### config.mk
export PLATFORM = sky130hd
export DESIGN_NAME = ptpc_top
export DESIGN_NICKNAME = d
export VERILOG_FILES = /design/src/hw/ptpc_pkg.sv /design/src/hw/ptpc_win_if.sv /design/src/hw/ptpc_top.sv /design/src/hw/ptpc_win.sv
export SDC_FILE = /design/constraint.sdc
export NUM_CORES = 1
export LEC_CHECK = 0
export BUFFER_PORTS_ARGS = -buffer_cell sky130_fd_sc_hd__buf_2
export CORE_MARGIN = 3
export CORE_UTILIZATION = 50
export CTS_CLUSTER_DIAMETER = 30
export CTS_CLUSTER_SIZE = 10
export DETAILED_ROUTE_END_ITERATION = 8
export MAX_ROUTING_LAYER = met4
export PLACE_DENSITY_LB_ADDON = 0.05
export SLEW_MARGIN = 10
export SYNTH_ARGS = -nofsm -noshare
export SYNTH_HDL_FRONTEND = slang
export SYNTH_SLANG_ARGS = --single-unit
### constraint.sdc
create_clock -name mclk_i -period 3.55 [get_ports mclk_i]
set_input_delay 0.71 -clock mclk_i [delete_from_list [all_inputs] [get_ports mclk_i]]
set_output_delay 0.71 -clock mclk_i [all_outputs]
set_load 0.03 [all_outputs]
### src/hw/ptpc_pkg.sv
// Constants, register map and helpers of the pulse timing and power block.
// Assumes a 125 MHz system clock and a 32-bit Avalon-MM register bus.
package ptpc_pkg;
	// Widths.
	localparam int CNT_W = 16;
	localparam int DIV_W = 4;
	localparam int NPH   = 5;
	localparam int NBLK  = 4;
	localparam int ADR_W = 8;
	localparam int DAT_W = 32;
	localparam int LOW_W = 16;
	localparam int OSC_W = 5;
	// Phase windows of the timing engine.
	localparam int PH_LED  = 0;
	localparam int PH_SAMP = 1;
	localparam int PH_ARST = 2;
	localparam int PH_CONV = 3;
	localparam int PH_PDN  = 4;
	// Index of the amplifier among the dynamic block selects.
	localparam int BLK_AMP = 3;
	// Register byte offsets.
	localparam logic [ADR_W-1:0] OFS_CTRL   = 8'h00;
	localparam logic [ADR_W-1:0] OFS_DIV    = 8'h04;
	localparam logic [ADR_W-1:0] OFS_PERIOD = 8'h08;
	localparam logic [ADR_W-1:0] OFS_DYN    = 8'h0C;
	localparam logic [ADR_W-1:0] OFS_STATUS = 8'h10;
	localparam logic [ADR_W-1:0] OFS_WIN0   = 8'h20;
	// Control register fields.
	localparam int CTRL_SOFT_RST = 0;
	localparam int CTRL_SW_PD    = 1;
	localparam int CTRL_SHORT_EN = 2;
	localparam int CTRL_OSC_OUT  = 3;
	localparam int CTRL_CLK_INT  = 4;
	// Divider register fields.
	localparam int DIV_EXT_LSB = 0;
	localparam int DIV_TE_LSB  = 4;
	// Window register fields: start low half, end high half.
	localparam int WIN_END_LSB = 16;
	// Status register fields.
	localparam int STAT_HW_PD  = 16;
	localparam int STAT_SW_PD  = 17;
	localparam int STAT_PDN    = 18;
	// Reset values and the external divide limit.
	localparam logic [CNT_W-1:0] PERIOD_RST = 16'h9C3F;
	localparam logic [CNT_W-1:0] START_RST  = 16'hFFFF;
	localparam logic [CNT_W-1:0] END_RST    = 16'h0000;
	localparam logic [DIV_W-1:0] EXT_DIV_RST = 4'h1;
	localparam logic [DIV_W-1:0] TE_DIV_RST  = 4'h0;
	localparam logic [DIV_W-1:0] EXT_DIV_MAX = 4'hC;
	// Timing.
	localparam int CLK_FREQ_KHZ = 125000;
	localparam int OSC_FREQ_KHZ = 4000;
	localparam int OSC_HALF_CYC = CLK_FREQ_KHZ / (2 * OSC_FREQ_KHZ);
	localparam int PD_TIME_US   = 200;
	localparam int PD_CYC       = PD_TIME_US * CLK_FREQ_KHZ / 1000;

	// True while a count lies inside an inclusive window.
	function automatic logic in_window(input logic [CNT_W-1:0] cnt,
		input logic [CNT_W-1:0] s, input logic [CNT_W-1:0] e);
		in_window = (cnt >= s) && (cnt <= e);
	endfunction

	// Merges write data into a register under the byte enables.
	function automatic logic [DAT_W-1:0] apply_be(
		input logic [DAT_W-1:0] old, input logic [DAT_W-1:0] wd,
		input logic [3:0] be);
		logic [DAT_W-1:0] r;
		r = old;
		for (int i = 0; i < 4; i++)
			if (be[i])
				r[8*i +: 8] = wd[8*i +: 8];
		apply_be = r;
	endfunction
endpackage

### src/hw/ptpc_win_if.sv
// Interface joining the counter core to one phase window generator.
// Assumes all signals belong to the single system clock.
`timescale 1ns/10ps
interface ptpc_win_if;
	import ptpc_pkg::*;
	logic [CNT_W-1:0] count;
	logic [CNT_W-1:0] start_cnt;
	logic [CNT_W-1:0] end_cnt;
	logic             clr;
	logic             win;
	modport ctl  (output count, output start_cnt, output end_cnt,
		output clr, input win);
	modport wgen (input count, input start_cnt, input end_cnt,
		input clr, output win);
endinterface

### src/hw/ptpc_top.sv
// Timing engine counter with power, reset and clock controls.
// Assumes an Avalon-MM master on mclk_i; pins arrive asynchronously.
// Overview of operation
// Phase lasts start through end, inclusive.
// Period counter runs zero to setting, wraps.
// Reset pin low past 200 us powers down.
// Software power-down bit powers front end down.
// Timing engine makes dynamic power-down window.
// Window powers down only selected blocks.
// Short enable ties inputs while amplifier sleeps.
// Host sets short enable with amplifier select.
// Registers reset before valid operation.
// Host pulses reset pin 25-50 us; registers reset.
// Software reset bit resets internal registers.
// Internal 4 MHz oscillator, optionally driven out.
// External clock selected after reset.
// Host sets external divide 1-12 for 4-6 MHz.
// Sixteen-bit counter on the timing engine clock.
// Timing engine divider programmable 1 to 16.
// Host keeps repetition rate at least 10 Hz.
// Host may place conversions after all LEDs.
// LED phase may overlap earlier conversion.
// Ready pulse once per repetition period.
// Engine clock is converter clock over divider.
// Host ends power-down window before wrap.
// Converter reset precedes its conversion.
`timescale 1ns/10ps
module ptpc_top #(
	parameter int PD_CYCLES = ptpc_pkg::PD_CYC
) (
	// Clock and reset.
	input  wire logic                        mclk_i,
	input  wire logic                        resetn_i,
	// Avalon-MM slave.
	input  wire logic [ptpc_pkg::ADR_W-1:0]  avs_address_i,
	input  wire logic                        avs_read_i,
	input  wire logic                        avs_write_i,
	input  wire logic [ptpc_pkg::DAT_W-1:0]  avs_writedata_i,
	input  wire logic [3:0]                  avs_byteenable_i,
	output logic      [ptpc_pkg::DAT_W-1:0]  avs_readdata_o,
	output logic                             avs_waitrequest_o,
	// Host pins.
	input  wire logic                        active_low_reset_pin_n_i,
	input  wire logic                        clk_pin_i,
	output logic                             clk_pin_o,
	output logic                             clk_pin_oe_o,
	output logic                             ready_o,
	// Phase outputs.
	output logic                             led_o,
	output logic                             sample_o,
	output logic                             adc_rst_o,
	output logic                             conv_o,
	output logic                             dynamic_power_down_window_o,
	// Power controls.
	output logic      [ptpc_pkg::NBLK-1:0]   block_pd_o,
	output logic                             input_short_o,
	output logic                             hardware_power_down_mode_o,
	output logic                             afe_power_down_o
);
	import ptpc_pkg::*;

	localparam logic [LOW_W-1:0] PD_LIM = LOW_W'(PD_CYCLES);
	localparam logic [OSC_W-1:0] OSC_LIM = OSC_W'(OSC_HALF_CYC - 1);

	logic [1:0]       rst_sync_q;
	logic [1:0]       clk_sync_q;
	logic             clk_prev_q;
	logic [LOW_W-1:0] low_cnt_q;
	logic             hw_pd_q;
	logic             sw_rst_q;
	logic             sw_pd_q;
	logic             short_en_q;
	logic             osc_out_q;
	logic             clk_int_q;
	logic [DIV_W-1:0] ext_div_q;
	logic [DIV_W-1:0] te_div_q;
	logic [CNT_W-1:0] period_q;
	logic [NBLK-1:0]  dyn_sel_q;
	logic [CNT_W-1:0] start_q [NPH];
	logic [CNT_W-1:0] end_q [NPH];
	logic [OSC_W-1:0] osc_cnt_q;
	logic             osc_clk_q;
	logic [DIV_W-1:0] ext_cnt_q;
	logic             adc_tick_q;
	logic [DIV_W-1:0] te_cnt_q;
	logic             te_tick_q;
	logic [CNT_W-1:0] count_q;
	logic             wrap_q;
	logic             arst_done_q;
	logic             wait_q;
	logic [NPH-1:0]   win_vec;
	logic [NBLK-1:0]  block_pd_d;
	logic             pin_low;
	logic             soft_clr;
	logic             full_pd;
	logic             osc_rise;
	logic             ext_rise;
	logic             ext_hit;
	logic             wr_take;
	logic             rd_take;
	logic [DAT_W-1:0] rd_d;

	// Decodes a window register address.
	function automatic logic is_win(input logic [ADR_W-1:0] a);
		is_win = (a >= OFS_WIN0) && (a < OFS_WIN0 + ADR_W'(4 * NPH))
			&& (a[1:0] == 2'b00);
	endfunction

	function automatic int win_idx(input logic [ADR_W-1:0] a);
		win_idx = int'((a - OFS_WIN0) >> 2);
	endfunction

	assign pin_low  = !rst_sync_q[1];
	assign soft_clr = pin_low || sw_rst_q;
	assign full_pd  = hw_pd_q || sw_pd_q;
	assign wr_take  = avs_write_i && !wait_q;
	assign rd_take  = (avs_read_i || avs_write_i) && wait_q;

	// Pin synchronisers.
	always_ff @(posedge mclk_i)
	begin
		if (!resetn_i)
		begin
			rst_sync_q <= 2'b11;
			clk_sync_q <= 2'b00;
			clk_prev_q <= 1'b0;
		end
		else
		begin
			rst_sync_q <= {rst_sync_q[0], active_low_reset_pin_n_i};
			clk_sync_q <= {clk_sync_q[0], clk_pin_i};
			clk_prev_q <= clk_sync_q[1];
		end
	end

	// Hardware power-down after a long low on the reset pin.
	always_ff @(posedge mclk_i)
	begin
		if (!resetn_i || !pin_low)
		begin
			low_cnt_q <= '0;
			hw_pd_q   <= 1'b0;
		end
		else if (low_cnt_q < PD_LIM)
			low_cnt_q <= low_cnt_q + 1'b1;
		else
			hw_pd_q <= 1'b1;
	end

	// Software reset pulse clears the registers on the next edge.
	always_ff @(posedge mclk_i)
	begin
		if (!resetn_i)
			sw_rst_q <= 1'b0;
		else
			sw_rst_q <= wr_take && avs_address_i == OFS_CTRL
				&& avs_byteenable_i[0] && avs_writedata_i[CTRL_SOFT_RST];
	end

	// Control registers; a pin reset or software reset clears them.
	always_ff @(posedge mclk_i)
	begin
		if (!resetn_i || soft_clr)
		begin
			sw_pd_q    <= 1'b0;
			short_en_q <= 1'b0;
			osc_out_q  <= 1'b0;
			clk_int_q  <= 1'b0;
			ext_div_q  <= EXT_DIV_RST;
			te_div_q   <= TE_DIV_RST;
			period_q   <= PERIOD_RST;
			dyn_sel_q  <= '0;
		end
		else if (wr_take && avs_address_i == OFS_CTRL && avs_byteenable_i[0])
		begin
			sw_pd_q    <= avs_writedata_i[CTRL_SW_PD];
			short_en_q <= avs_writedata_i[CTRL_SHORT_EN];
			osc_out_q  <= avs_writedata_i[CTRL_OSC_OUT];
			clk_int_q  <= avs_writedata_i[CTRL_CLK_INT];
		end
		else if (wr_take && avs_address_i == OFS_DIV && avs_byteenable_i[0])
		begin
			ext_div_q <= avs_writedata_i[DIV_EXT_LSB +: DIV_W];
			te_div_q  <= avs_writedata_i[DIV_TE_LSB +: DIV_W];
		end
		else if (wr_take && avs_address_i == OFS_PERIOD)
			period_q <= CNT_W'(apply_be(DAT_W'(period_q), avs_writedata_i,
				avs_byteenable_i));
		else if (wr_take && avs_address_i == OFS_DYN && avs_byteenable_i[0])
			dyn_sel_q <= avs_writedata_i[NBLK-1:0];
	end

	// Phase window bounds.
	always_ff @(posedge mclk_i)
	begin
		if (!resetn_i || soft_clr)
		begin
			for (int i = 0; i < NPH; i++)
			begin
				start_q[i] <= START_RST;
				end_q[i]   <= END_RST;
			end
		end
		else if (wr_take && is_win(avs_address_i))
		begin
			{end_q[win_idx(avs_address_i)], start_q[win_idx(avs_address_i)]}
				<= apply_be({end_q[win_idx(avs_address_i)],
				start_q[win_idx(avs_address_i)]}, avs_writedata_i,
				avs_byteenable_i);
		end
	end

	// Internal oscillator, stopped in hardware power-down.
	always_ff @(posedge mclk_i)
	begin
		if (!resetn_i || hw_pd_q)
		begin
			osc_cnt_q <= '0;
			osc_clk_q <= 1'b0;
		end
		else if (osc_cnt_q == OSC_LIM)
		begin
			osc_cnt_q <= '0;
			osc_clk_q <= !osc_clk_q;
		end
		else
			osc_cnt_q <= osc_cnt_q + 1'b1;
	end

	assign osc_rise = (osc_cnt_q == OSC_LIM) && !osc_clk_q && !hw_pd_q;
	assign ext_rise = clk_sync_q[1] && !clk_prev_q;
	assign ext_hit  = ext_rise && (ext_cnt_q + 1'b1 >= ext_div_q
		|| ext_cnt_q + 1'b1 >= EXT_DIV_MAX);

	// Oscillator drive onto the clock pin.
	always_ff @(posedge mclk_i)
	begin
		if (!resetn_i)
		begin
			clk_pin_o    <= 1'b0;
			clk_pin_oe_o <= 1'b0;
		end
		else
		begin
			clk_pin_o    <= osc_clk_q;
			clk_pin_oe_o <= osc_out_q && !hw_pd_q;
		end
	end

	// Converter clock: oscillator or divided external clock.
	always_ff @(posedge mclk_i)
	begin
		if (!resetn_i || soft_clr)
		begin
			ext_cnt_q  <= '0;
			adc_tick_q <= 1'b0;
		end
		else
		begin
			if (ext_hit)
				ext_cnt_q <= '0;
			else if (ext_rise)
				ext_cnt_q <= ext_cnt_q + 1'b1;
			adc_tick_q <= clk_int_q ? osc_rise : ext_hit;
		end
	end

	// Timing engine divider.
	always_ff @(posedge mclk_i)
	begin
		if (!resetn_i || soft_clr || full_pd)
		begin
			te_cnt_q  <= '0;
			te_tick_q <= 1'b0;
		end
		else
		begin
			te_tick_q <= 1'b0;
			if (adc_tick_q && te_cnt_q >= te_div_q)
			begin
				te_cnt_q  <= '0;
				te_tick_q <= 1'b1;
			end
			else if (adc_tick_q)
				te_cnt_q <= te_cnt_q + 1'b1;
		end
	end

	// Repetition period counter.
	always_ff @(posedge mclk_i)
	begin
		if (!resetn_i || soft_clr)
		begin
			count_q <= '0;
			wrap_q  <= 1'b0;
		end
		else
		begin
			wrap_q <= 1'b0;
			if (te_tick_q && count_q >= period_q)
			begin
				count_q <= '0;
				wrap_q  <= 1'b1;
			end
			else if (te_tick_q)
				count_q <= count_q + 1'b1;
		end
	end

	// Phase window generators.
	ptpc_win_if wif [NPH] ();
	generate
		for (genvar g = 0; g < NPH; g++)
		begin : g_win
			assign wif[g].count     = count_q;
			assign wif[g].start_cnt = start_q[g];
			assign wif[g].end_cnt   = end_q[g];
			assign wif[g].clr       = full_pd || soft_clr;
			assign win_vec[g]       = wif[g].win;
			ptpc_win u_win (
				.mclk_i   (mclk_i),
				.resetn_i (resetn_i),
				.bus      (wif[g])
			);
		end
	endgenerate

	// Converter reset must end before its conversion opens.
	always_ff @(posedge mclk_i)
	begin
		if (!resetn_i || soft_clr || wrap_q)
			arst_done_q <= 1'b0;
		else if (win_vec[PH_ARST])
			arst_done_q <= 1'b0;
		else if (adc_rst_o)
			arst_done_q <= 1'b1;
	end

	always_comb
	begin
		if (full_pd)
			block_pd_d = '1;
		else if (win_vec[PH_PDN])
			block_pd_d = dyn_sel_q;
		else
			block_pd_d = '0;
	end

	// Phase and power outputs; windows are independent so they may overlap.
	always_ff @(posedge mclk_i)
	begin
		if (!resetn_i)
		begin
			led_o                       <= 1'b0;
			sample_o                    <= 1'b0;
			adc_rst_o                   <= 1'b0;
			conv_o                      <= 1'b0;
			dynamic_power_down_window_o <= 1'b0;
			block_pd_o                  <= '0;
			input_short_o               <= 1'b0;
			hardware_power_down_mode_o  <= 1'b0;
			afe_power_down_o            <= 1'b0;
			ready_o                     <= 1'b0;
		end
		else
		begin
			led_o                       <= win_vec[PH_LED];
			sample_o                    <= win_vec[PH_SAMP];
			adc_rst_o                   <= win_vec[PH_ARST];
			conv_o                      <= win_vec[PH_CONV] && arst_done_q;
			dynamic_power_down_window_o <= win_vec[PH_PDN];
			block_pd_o                  <= block_pd_d;
			input_short_o <= short_en_q && block_pd_d[BLK_AMP];
			hardware_power_down_mode_o  <= hw_pd_q;
			afe_power_down_o            <= full_pd;
			ready_o                     <= wrap_q;
		end
	end

	// Register read mux; unmapped addresses read zero.
	always_comb
	begin
		rd_d = '0;
		if (avs_address_i == OFS_CTRL)
		begin
			rd_d[CTRL_SW_PD]    = sw_pd_q;
			rd_d[CTRL_SHORT_EN] = short_en_q;
			rd_d[CTRL_OSC_OUT]  = osc_out_q;
			rd_d[CTRL_CLK_INT]  = clk_int_q;
		end
		else if (avs_address_i == OFS_DIV)
		begin
			rd_d[DIV_EXT_LSB +: DIV_W] = ext_div_q;
			rd_d[DIV_TE_LSB +: DIV_W]  = te_div_q;
		end
		else if (avs_address_i == OFS_PERIOD)
			rd_d[CNT_W-1:0] = period_q;
		else if (avs_address_i == OFS_DYN)
			rd_d[NBLK-1:0] = dyn_sel_q;
		else if (avs_address_i == OFS_STATUS)
		begin
			rd_d[CNT_W-1:0]  = count_q;
			rd_d[STAT_HW_PD] = hw_pd_q;
			rd_d[STAT_SW_PD] = sw_pd_q;
			rd_d[STAT_PDN]   = dynamic_power_down_window_o;
		end
		else if (is_win(avs_address_i))
			rd_d = {end_q[win_idx(avs_address_i)],
				start_q[win_idx(avs_address_i)]};
	end

	// Bus handshake: one wait cycle, then the access completes.
	always_ff @(posedge mclk_i)
	begin
		if (!resetn_i)
		begin
			wait_q         <= 1'b1;
			avs_readdata_o <= '0;
		end
		else
		begin
			wait_q <= !rd_take;
			if (rd_take)
				avs_readdata_o <= rd_d;
		end
	end

	assign avs_waitrequest_o = wait_q;

	a_ready_pulse: assert property (@(posedge mclk_i)
		disable iff (!resetn_i) wrap_q |=> ready_o ##1 !ready_o)
		else $error("Ready is not a single pulse per wrap.");

	a_period_wrap: assert property (@(posedge mclk_i)
		disable iff (!resetn_i)
		te_tick_q && count_q >= period_q && !soft_clr |=> count_q == '0)
		else $error("Period counter did not wrap to zero.");

	a_count_step: assert property (@(posedge mclk_i)
		disable iff (!resetn_i)
		te_tick_q && count_q < period_q && !soft_clr
		|=> count_q == $past(count_q) + 1'b1)
		else $error("Period counter did not advance by one.");

	a_te_divide: assert property (@(posedge mclk_i)
		disable iff (!resetn_i)
		adc_tick_q && te_cnt_q < te_div_q && !soft_clr && !full_pd
		|=> !te_tick_q && te_cnt_q == $past(te_cnt_q) + 1'b1)
		else $error("Engine tick too soon for the divider.");

	a_sw_power: assert property (@(posedge mclk_i)
		disable iff (!resetn_i)
		sw_pd_q |=> block_pd_o == '1 && afe_power_down_o)
		else $error("Software power-down left a block awake.");

	a_hw_power: assert property (@(posedge mclk_i)
		disable iff (!resetn_i)
		pin_low && low_cnt_q == PD_LIM |=> hw_pd_q ##1
		hardware_power_down_mode_o)
		else $error("Long reset pin low did not power down.");

	a_dyn_select: assert property (@(posedge mclk_i)
		disable iff (!resetn_i)
		win_vec[PH_PDN] && !full_pd |=> block_pd_o == $past(dyn_sel_q))
		else $error("Dynamic window powered the wrong blocks.");

	a_input_short: assert property (@(posedge mclk_i)
		disable iff (!resetn_i)
		input_short_o == ($past(short_en_q) && block_pd_o[BLK_AMP]))
		else $error("Input short does not follow amplifier power.");

	a_soft_reset: assert property (@(posedge mclk_i)
		disable iff (!resetn_i)
		sw_rst_q |=> period_q == PERIOD_RST && !clk_int_q)
		else $error("Software reset left registers set.");

	a_conv_order: assert property (@(posedge mclk_i)
		disable iff (!resetn_i) $rose(conv_o) |-> !adc_rst_o)
		else $error("Conversion opened during converter reset.");
endmodule

### src/hw/ptpc_win.sv
// One phase window of the timing engine, registered.
// Assumes the count and bounds come from logic on the same clock.
`timescale 1ns/10ps
module ptpc_win (
	// Clock and reset.
	input  wire logic mclk_i,
	input  wire logic resetn_i,
	// Window bus.
	ptpc_win_if.wgen  bus
);
	import ptpc_pkg::*;

	logic win_q;

	always_ff @(posedge mclk_i)
	begin
		if (!resetn_i || bus.clr)
			win_q <= 1'b0;
		else
			win_q <= in_window(bus.count, bus.start_cnt, bus.end_cnt);
	end

	assign bus.win = win_q;

	a_win_inclusive: assert property (@(posedge mclk_i)
		disable iff (!resetn_i)
		!bus.clr && in_window(bus.count, bus.start_cnt, bus.end_cnt)
		##1 !bus.clr |-> bus.win)
		else $error("Window low inside its start and end counts.");
endmodule

==> results.yml, run 1 <==
clock_tree:
  cts_buffer_depth: 3
  cts.hold.buffers_added: 0
  cts-htree-levels: 3
  post_cts_resize_count: 0
  postCtsSetupBuffers: 0
  clkTransAtPathRegs_ps: 40
  clock-root-buffer: "clkbuf_16"
  cts_buffers: 74
  clk_latency_ps: 600
  cts_sinks: 302
  cts_tree: "yes"
power_and_ir_drop:
  power.leakage_uw: 0.01028
  sw_frac_of_total_pct: 23.65
  combPwrFrac_pct: 5.0
  p_sw_uw: 2592
  power.internal_uw: 8367
  ir_worst_vdd_v: 0.0004724
  power_frac_clock_pct: 63.7
  p_seq_share_pct: 31.3
  p_per_area_nw_per_um2: 507.2
grt:
  grt_max_degree: 78
  grt_pass1_vias: 16479
  antenna_found_initial: 0
  overflow: 0
  grt_usage_pct: 32.04
  grt_first_pass_wirelength_um: 92360
drt:
  wl_per_cell_um: 21.08
  drt_wl_total_um: 60030
  drtIter0Drc: 1297
  viasPerCell: 5.914
  route.detailed.drc: 0
  firstDrtPassIters: 6
  ant_nets: 0
  vias: 16842
sta:
  tightestPinTransition_ps: 1172
  hold_ws_ps: 313.0
  fmax_ghz: 0.3418
  finalCritPeriodShare_pct: 82.41
  relSlewSlack_pct: 21.34
  rsz0062_at_grt: "no"
  fin_setup_tns_ps: 0
  drv_slew: 0
  post-route-min-period_ps: 2925
  report.final.hold_viol_count: 0
  clock_skew_ps: 31.73
  finalSetupViolations: 0
floorplanning:
  start_util_pct: 51.04
  die_area_um2: 37730
  core_um2: 34710
  die_y_um: 194.2
  die_w_um: 194.2
  ios: 98
  row_count: 68
logic_synthesis:
  synth_top_area_share_pct: 34.12
  synth_top_family_by_area: "compound AO/OA/AOI/OAI gates"
  synth_warnings: 0
  synth_area_per_cell_um2: 8.086
  synth-main-ff-cell: "dfxtp_1"
  synthAdderAreaFrac_pct: 13.56
  netlist_area_um2: 17720
  postSynthCellCount: 2191
  synthTopCellsByArea: "dfxtp_1 (34%), ha_1 (14%), nor2_1 (4.7%)"
  synthesis.nets: 2433
  seq_area_frac_synth_pct: 34.12
  ys_types: 74
  ys_ff_latch: 302
  synth-compound-area-share_pct: 21.52
  synth_edf_count: 0
  synth_mux_area_share_pct: 4.075
  async_reset_ff_share_pct: 0
  synth_top_area_cell: "dfxtp_1"
  yosys.area_share.simple_pct: 18.11
  synthXorXnorAreaFrac_pct: 1.631
setup_path:
  cp-start-kind: "flip-flop"
  required_ps: 3960
  worst-path-max-fanout: 13
  end_kind: "flip-flop"
  critPathKind: "flip-flop to flip-flop"
  r2r_cells: 8
  cp.arrival_ps: 3330
finish:
  nets: 2573
  drive_gt1_share_pct: 15.17
  syn_to_final_growth_pct: 21.95
  final_cell_mix: "dfxtp_1 (302), nor2_1 (220), nand2_1 (218)"
  n_antenna_cell: 0
  final_common_cell: "dfxtp_1"
  final_util_pct: 62.24
  multi_input_area_um2: 10450
  fillers: 3012
  seq_area_um2: 6046
run:
  cap_violations: 0
placed_design:
  io_buffer_count: 97
  hpwl_um: 43610
  finalWeightedCongestion: 0.9152
min_path:
  holdCritPathClass: "primary input to flip-flop"
  holdPathStages: 2
status:
  status: "finished clean"
==> cell families after synthesis <==
group	Yosys count
fa+ha+maj	192
simple gates	682
flops	302
mux	70
compound gates	599
xor+xnor	33
buf+inv	313
==> worst paths after layout <==
| path | start | end | slack, ps |
|---|---|---|---|
| worst min-delay path | active_low_reset_pin_n_i | rst_sync_q[0] | 310 |
| worst max-delay path | count_q[5] | count_q[7] | 620 |
| worst max register to register | count_q[5] | count_q[7] | 620 |
| worst min register to register | rst_sync_q[0] | rst_sync_q[1] | 400 |
==> cell type report <==
| class | count | share of cell area, % |
|---|---|---|
| sequential | 302 | 27.98 |
| clock inverter | 46 | 2.681 |
| tap | 455 | 2.635 |
| inverter | 192 | 3.336 |
| timing repair buffer | 185 | 5.490 |
| clock buffer | 92 | 9.497 |
| multi-input combinational | 1576 | 48.38 |
==> sequential cells by signal (all words and copies together), names as in the netlist, 2 cells and up <==
signal / flops
wif.start_cnt: 80
low_cnt_q: 16
period_q: 16
te_div_q: 4
wif.end_cnt: 80
rst_sync_q: 2
block_pd_o: 4
g_win.u_win.bus.win: 5
count_q: 16
dyn_sel_q: 4
avs_readdata_o: 32
ext_cnt_q: 4
te_cnt_q: 4
osc_cnt_q: 5
ext_div_q: 4
clk_sync_q: 2
==> power by group through the flow <==
stage	Combinational, uW	Clock, uW	Sequential, uW
2_1_floorplan	296	0	3500
3_3_place_gp	540	0	3490
3_5_place_dp	543	0	3490
4_1_cts	545	7050	3430
5_1_grt	587	7260	3420
6_report	553	6980	3430
==> critical path: stages (launching register included) <==
cell and delay [ps]:
dfxtp_1 740, ha_1 330, a2111oi_0 80, o21ai_1 120, a221o_1 190, a211oi_1 90
buf_4 170, o21ai_1 890, nor2_1 140
==> per-layer routing <==
layer  vias to the layer above  track usage (%)  routed length [um]
li1                       8084                -                   -
met1                      7921            37.09               23980
met2                       636            53.69               28940
met3                       201            4.466                3545
met4                         0            17.77                3560
met5                         -                -                   0
==> synth_stat cells (6+ instances only) <==
cell type / instances
dfxtp_1: 302
nor2_1: 221
nand2_1: 218
ha_1: 192
inv_1: 191
o21ai_0: 153
a21oi_1: 133
clkbuf_1: 83
o22ai_1: 67
nand3_1: 54
mux2i_1: 53
o211ai_1: 41
a21o_1: 37
nand4_1: 31
and2_1: 29
a211oi_1: 24
buf_2: 23
nor3_1: 23
nor2b_1: 21
nand2b_1: 19
o31ai_1: 18
mux2_2: 17
xor2_1: 17
xnor2_1: 16
a221oi_1: 13
a22oi_1: 13
o221ai_1: 13
o2bb2ai_1: 12
and3_1: 11
a222oi_1: 10
buf_1: 10
or3_1: 10
a31o_2: 9
a21boi_0: 7
nor4_1: 7
o21ai_1: 7
a31oi_1: 6
o21a_1: 6
==> per-stage QoR <==
| stage | total power (uW) | cells | instance area, um^2 | setup WS [ps] |
|---|---|---|---|---|
| floorplan | 3793 | 2191 | 17720 | 698.8 |
| global placement | 4028 | 2710 | 18970 | 366.6 |
| detailed placement | 4031 | 2710 | 18970 | 309.9 |
| CTS | 11020 | 2848 | 21610 | 654.0 |
| global route | 11270 | 2848 | 21610 | 475.4 |
| finish | 10960 | 2848 | 21610 | 624.5 |
(Power assumes the default switching activity.)
==> run 2, diff against run 1 <==
- ABC_AREA: not set -> 1
- clock period: 3.55 -> 3 ns (I/O delays scaled with it)
==> run 2 against run 1 <==
Effect of this change:
- fmax up 17%
- die area fell by 2.4%
- global-route usage down 0.068 points
- power increased by 19%
- count of clock-buffer cells in the layout is 6 lower
- largest cell class unchanged
- highest routed layer unchanged
==> results.yml, run 2 <==
floorplanning:
  die_y_um: 191.9
  core_um2: 33780
  ios: 98
  row_count: 67
  die_area_um2: 36810
  die_w_um: 191.9
  start_util_pct: 51.12
grt:
  overflow: 0
  grt_first_pass_wirelength_um: 89050
  antenna_found_initial: 1
  grt_usage_pct: 31.97
  grt_max_degree: 118
  grt_pass1_vias: 16042
min_path:
  hold_path_end: "clk_sync_q[0]"
  hp-start: "clk_pin_i"
  holdPathStages: 3
  holdCritPathClass: "primary input to flip-flop"
finish:
  final_common_cell: "nand2_1"
  final_cell_mix: "nand2_1 (437), dfxtp_1 (302), a21oi_1 (299)"
  nets: 2718
  drive_gt1_share_pct: 13.58
  syn_to_final_growth_pct: 22.25
sta:
  hold_ws_ps: 213.0
  finalCritPeriodShare_pct: 83.08
  fmax_ghz: 0.4012
  fin_setup_tns_ps: 0
  tightestPinTransition_ps: 755.8
  post-route-min-period_ps: 2492
  rsz0062_at_grt: "no"
  report.final.hold_viol_count: 0
  clock_skew_ps: 23.44
  finalSetupViolations: 0
  drv_slew: 0
  relSlewSlack_pct: 49.54
logic_synthesis:
  synth_area_per_cell_um2: 7.445
  postSynthCellCount: 2320
  synth-main-ff-cell: "dfxtp_1"
  netlist_area_um2: 17270
  seq_area_frac_synth_pct: 35.00
  synth_warnings: 0
  ys_types: 51
  synthTopCellsByArea: "dfxtp_1 (35%), ha_1 (14%), nand2_1 (9.5%)"
  synth_top_area_cell: "dfxtp_1"
  ys_ff_latch: 302
  synth_edf_count: 0
  synthTopCellsByCount: "nand2_1 (437), dfxtp_1 (302), a21oi_1 (299), inv_1 (285), ha_1 (192)"
  synthesis.nets: 2562
  synth_most_common_cell: "nand2_1"
  async_reset_ff_share_pct: 0
  synth_top_area_share_pct: 35.00
setup_path:
  worst-path-max-fanout: 11
  critPathKind: "flip-flop to flip-flop"
  worstPathCellList: "inv_1, ha_1, inv_1, a21oi_1, o21ai_0, nand2_1, o211ai_1, nand2_1, nand3_1, nand2_1, a21oi_1"
  cpPeakStageDelay_ps: 470
  end_kind: "flip-flop"
  worst_path_max_delay_cell: "o21ai_0"
  crit_family: "compound AO/OA/AOI/OAI gates"
  r2r_slack_ps: 510
  cp-start-kind: "flip-flop"
  path_common_cell: "nand2_1"
  timing.rr.end: "g_win[0].u_win.bus.win"
  r2r-start: "count_q[0]"
  cp.arrival_ps: 2950
  required_ps: 3460
  crit_buf_inv: 2
  r2r_cells: 11
clock_tree:
  cts_buffers: 72
  clkTransAtPathRegs_ps: 50
  postCtsSetupBuffers: 0
  cts_buffer_depth: 3
  post_cts_resize_count: 0
  cts_sinks: 302
  cts_tree: "yes"
  clk_latency_ps: 580
  clock-root-buffer: "clkbuf_16"
  cts-htree-levels: 3
  cts.hold.buffers_added: 0
drt:
  viasPerCell: 5.618
  ant_nets: 0
  drt_wl_total_um: 56970
  wl_per_cell_um: 19.15
  route.detailed.drc: 0
  vias: 16713
  firstDrtPassIters: 7
  drtIter0Drc: 1283
power_and_ir_drop:
  power_uw: 13040
  p_per_area_nw_per_um2: 617.7
  ir_worst_vdd_v: 0.0005548
  power.leakage_uw: 0.01025
placed_design:
  io_buffer_count: 97
  finalWeightedCongestion: 0.9163
  hpwl_um: 42050
run:
  cap_violations: 0
status:
  status: "finished clean"
-- run 2: changes by cell type after synthesis, sizes merged, moves of 37 or more --
| cell | delta |
|---|---|
| nand2 | +220 |
| a21oi | +166 |
| inv | +106 |
| nor2 | -98 |
| nand3 | +61 |
| o22ai | -59 |
| clkbuf | -47 |
| o21ai | +41 |
| a21o | -37 |
| o211ai | +37 |
-- run 2: report_power, final --
part           internal [uW]  switching (uW)
Combinational            154             414
Clock                   5980            2440
Sequential              4040            10.5
-- run 2: cell families (layout without fill, tap and decap cells) --
logic type                 after synthesis  in the layout  synth area share, %
other                                    0              1                    0
xor gates and xnor gates                20             20                1.014
DFF                                    302            302                35.00
buffers and inverters                  393            599                9.251
AOI/OAI and AO/OA                      635            635                20.41
adders and majority gates              192            192                13.91
muxes                                   20             20                1.159
and+or+nand+nor                        758            758                19.26
-- run 2: worst max path at each step --
stage                      from                      to  depth (start not counted)
3_3_place_gp   avs_address_i[4]      wif[1].end_cnt[13]                          8
4_1_cts              count_q[0]  g_win[0].u_win.bus.win                         11
3_5_place_dp   avs_address_i[4]      wif[3].end_cnt[13]                          8
6_report             count_q[0]  g_win[0].u_win.bus.win                         11
5_1_grt              count_q[0]  g_win[1].u_win.bus.win                         11
2_1_floorplan  avs_address_i[5]      wif[2].end_cnt[10]                         13
-- run 2: cell type report --
type / instances / area (um^2)
repair buffers: 176 / 1129
multi-input cells: 1625 / 9638
clock inverters: 38 / 658.1
well taps: 448 / 560.5
diodes: 1 / 2.502
fillers: 3114 / 12670
inverters: 299 / 1125
flip-flops and latches: 302 / 6046
clock buffers: 86 / 1956
-- run 2: through the flow --
| step | cells | util, % | area (um^2) | setup slack (ps) |
|---|---|---|---|---|
| global route | 2975 | 62.50 | 21110 | 402.7 |
| CTS | 2974 | 62.49 | 21110 | 519.0 |
| global placement | 2850 | 54.75 | 18500 | 219.5 |
| floorplan | 2320 | - | 17270 | 799.8 |
| finish | 2975 | 62.50 | 21110 | 507.7 |
| detailed placement | 2850 | 54.75 | 18500 | 223.4 |
-- run 2: per-layer routing --
layer | GRT usage [%] | wire (um) | up-vias | share of wire [%]
met3 | 5.822 | 4104 | 128 | 7.2
met1 | 42.19 | 25950 | 7803 | 46
met5 | - | 0 | - | 0
met2 | 48.90 | 25130 | 579 | 44
met4 | 12.00 | 1780 | 0 | 3.1
li1 | - | - | 8203 | -
-- run 2: tightest hold or removal path, stage by stage --
cell and delay [ps]:
buf_2 80, nand2_1 40, inv_1 40
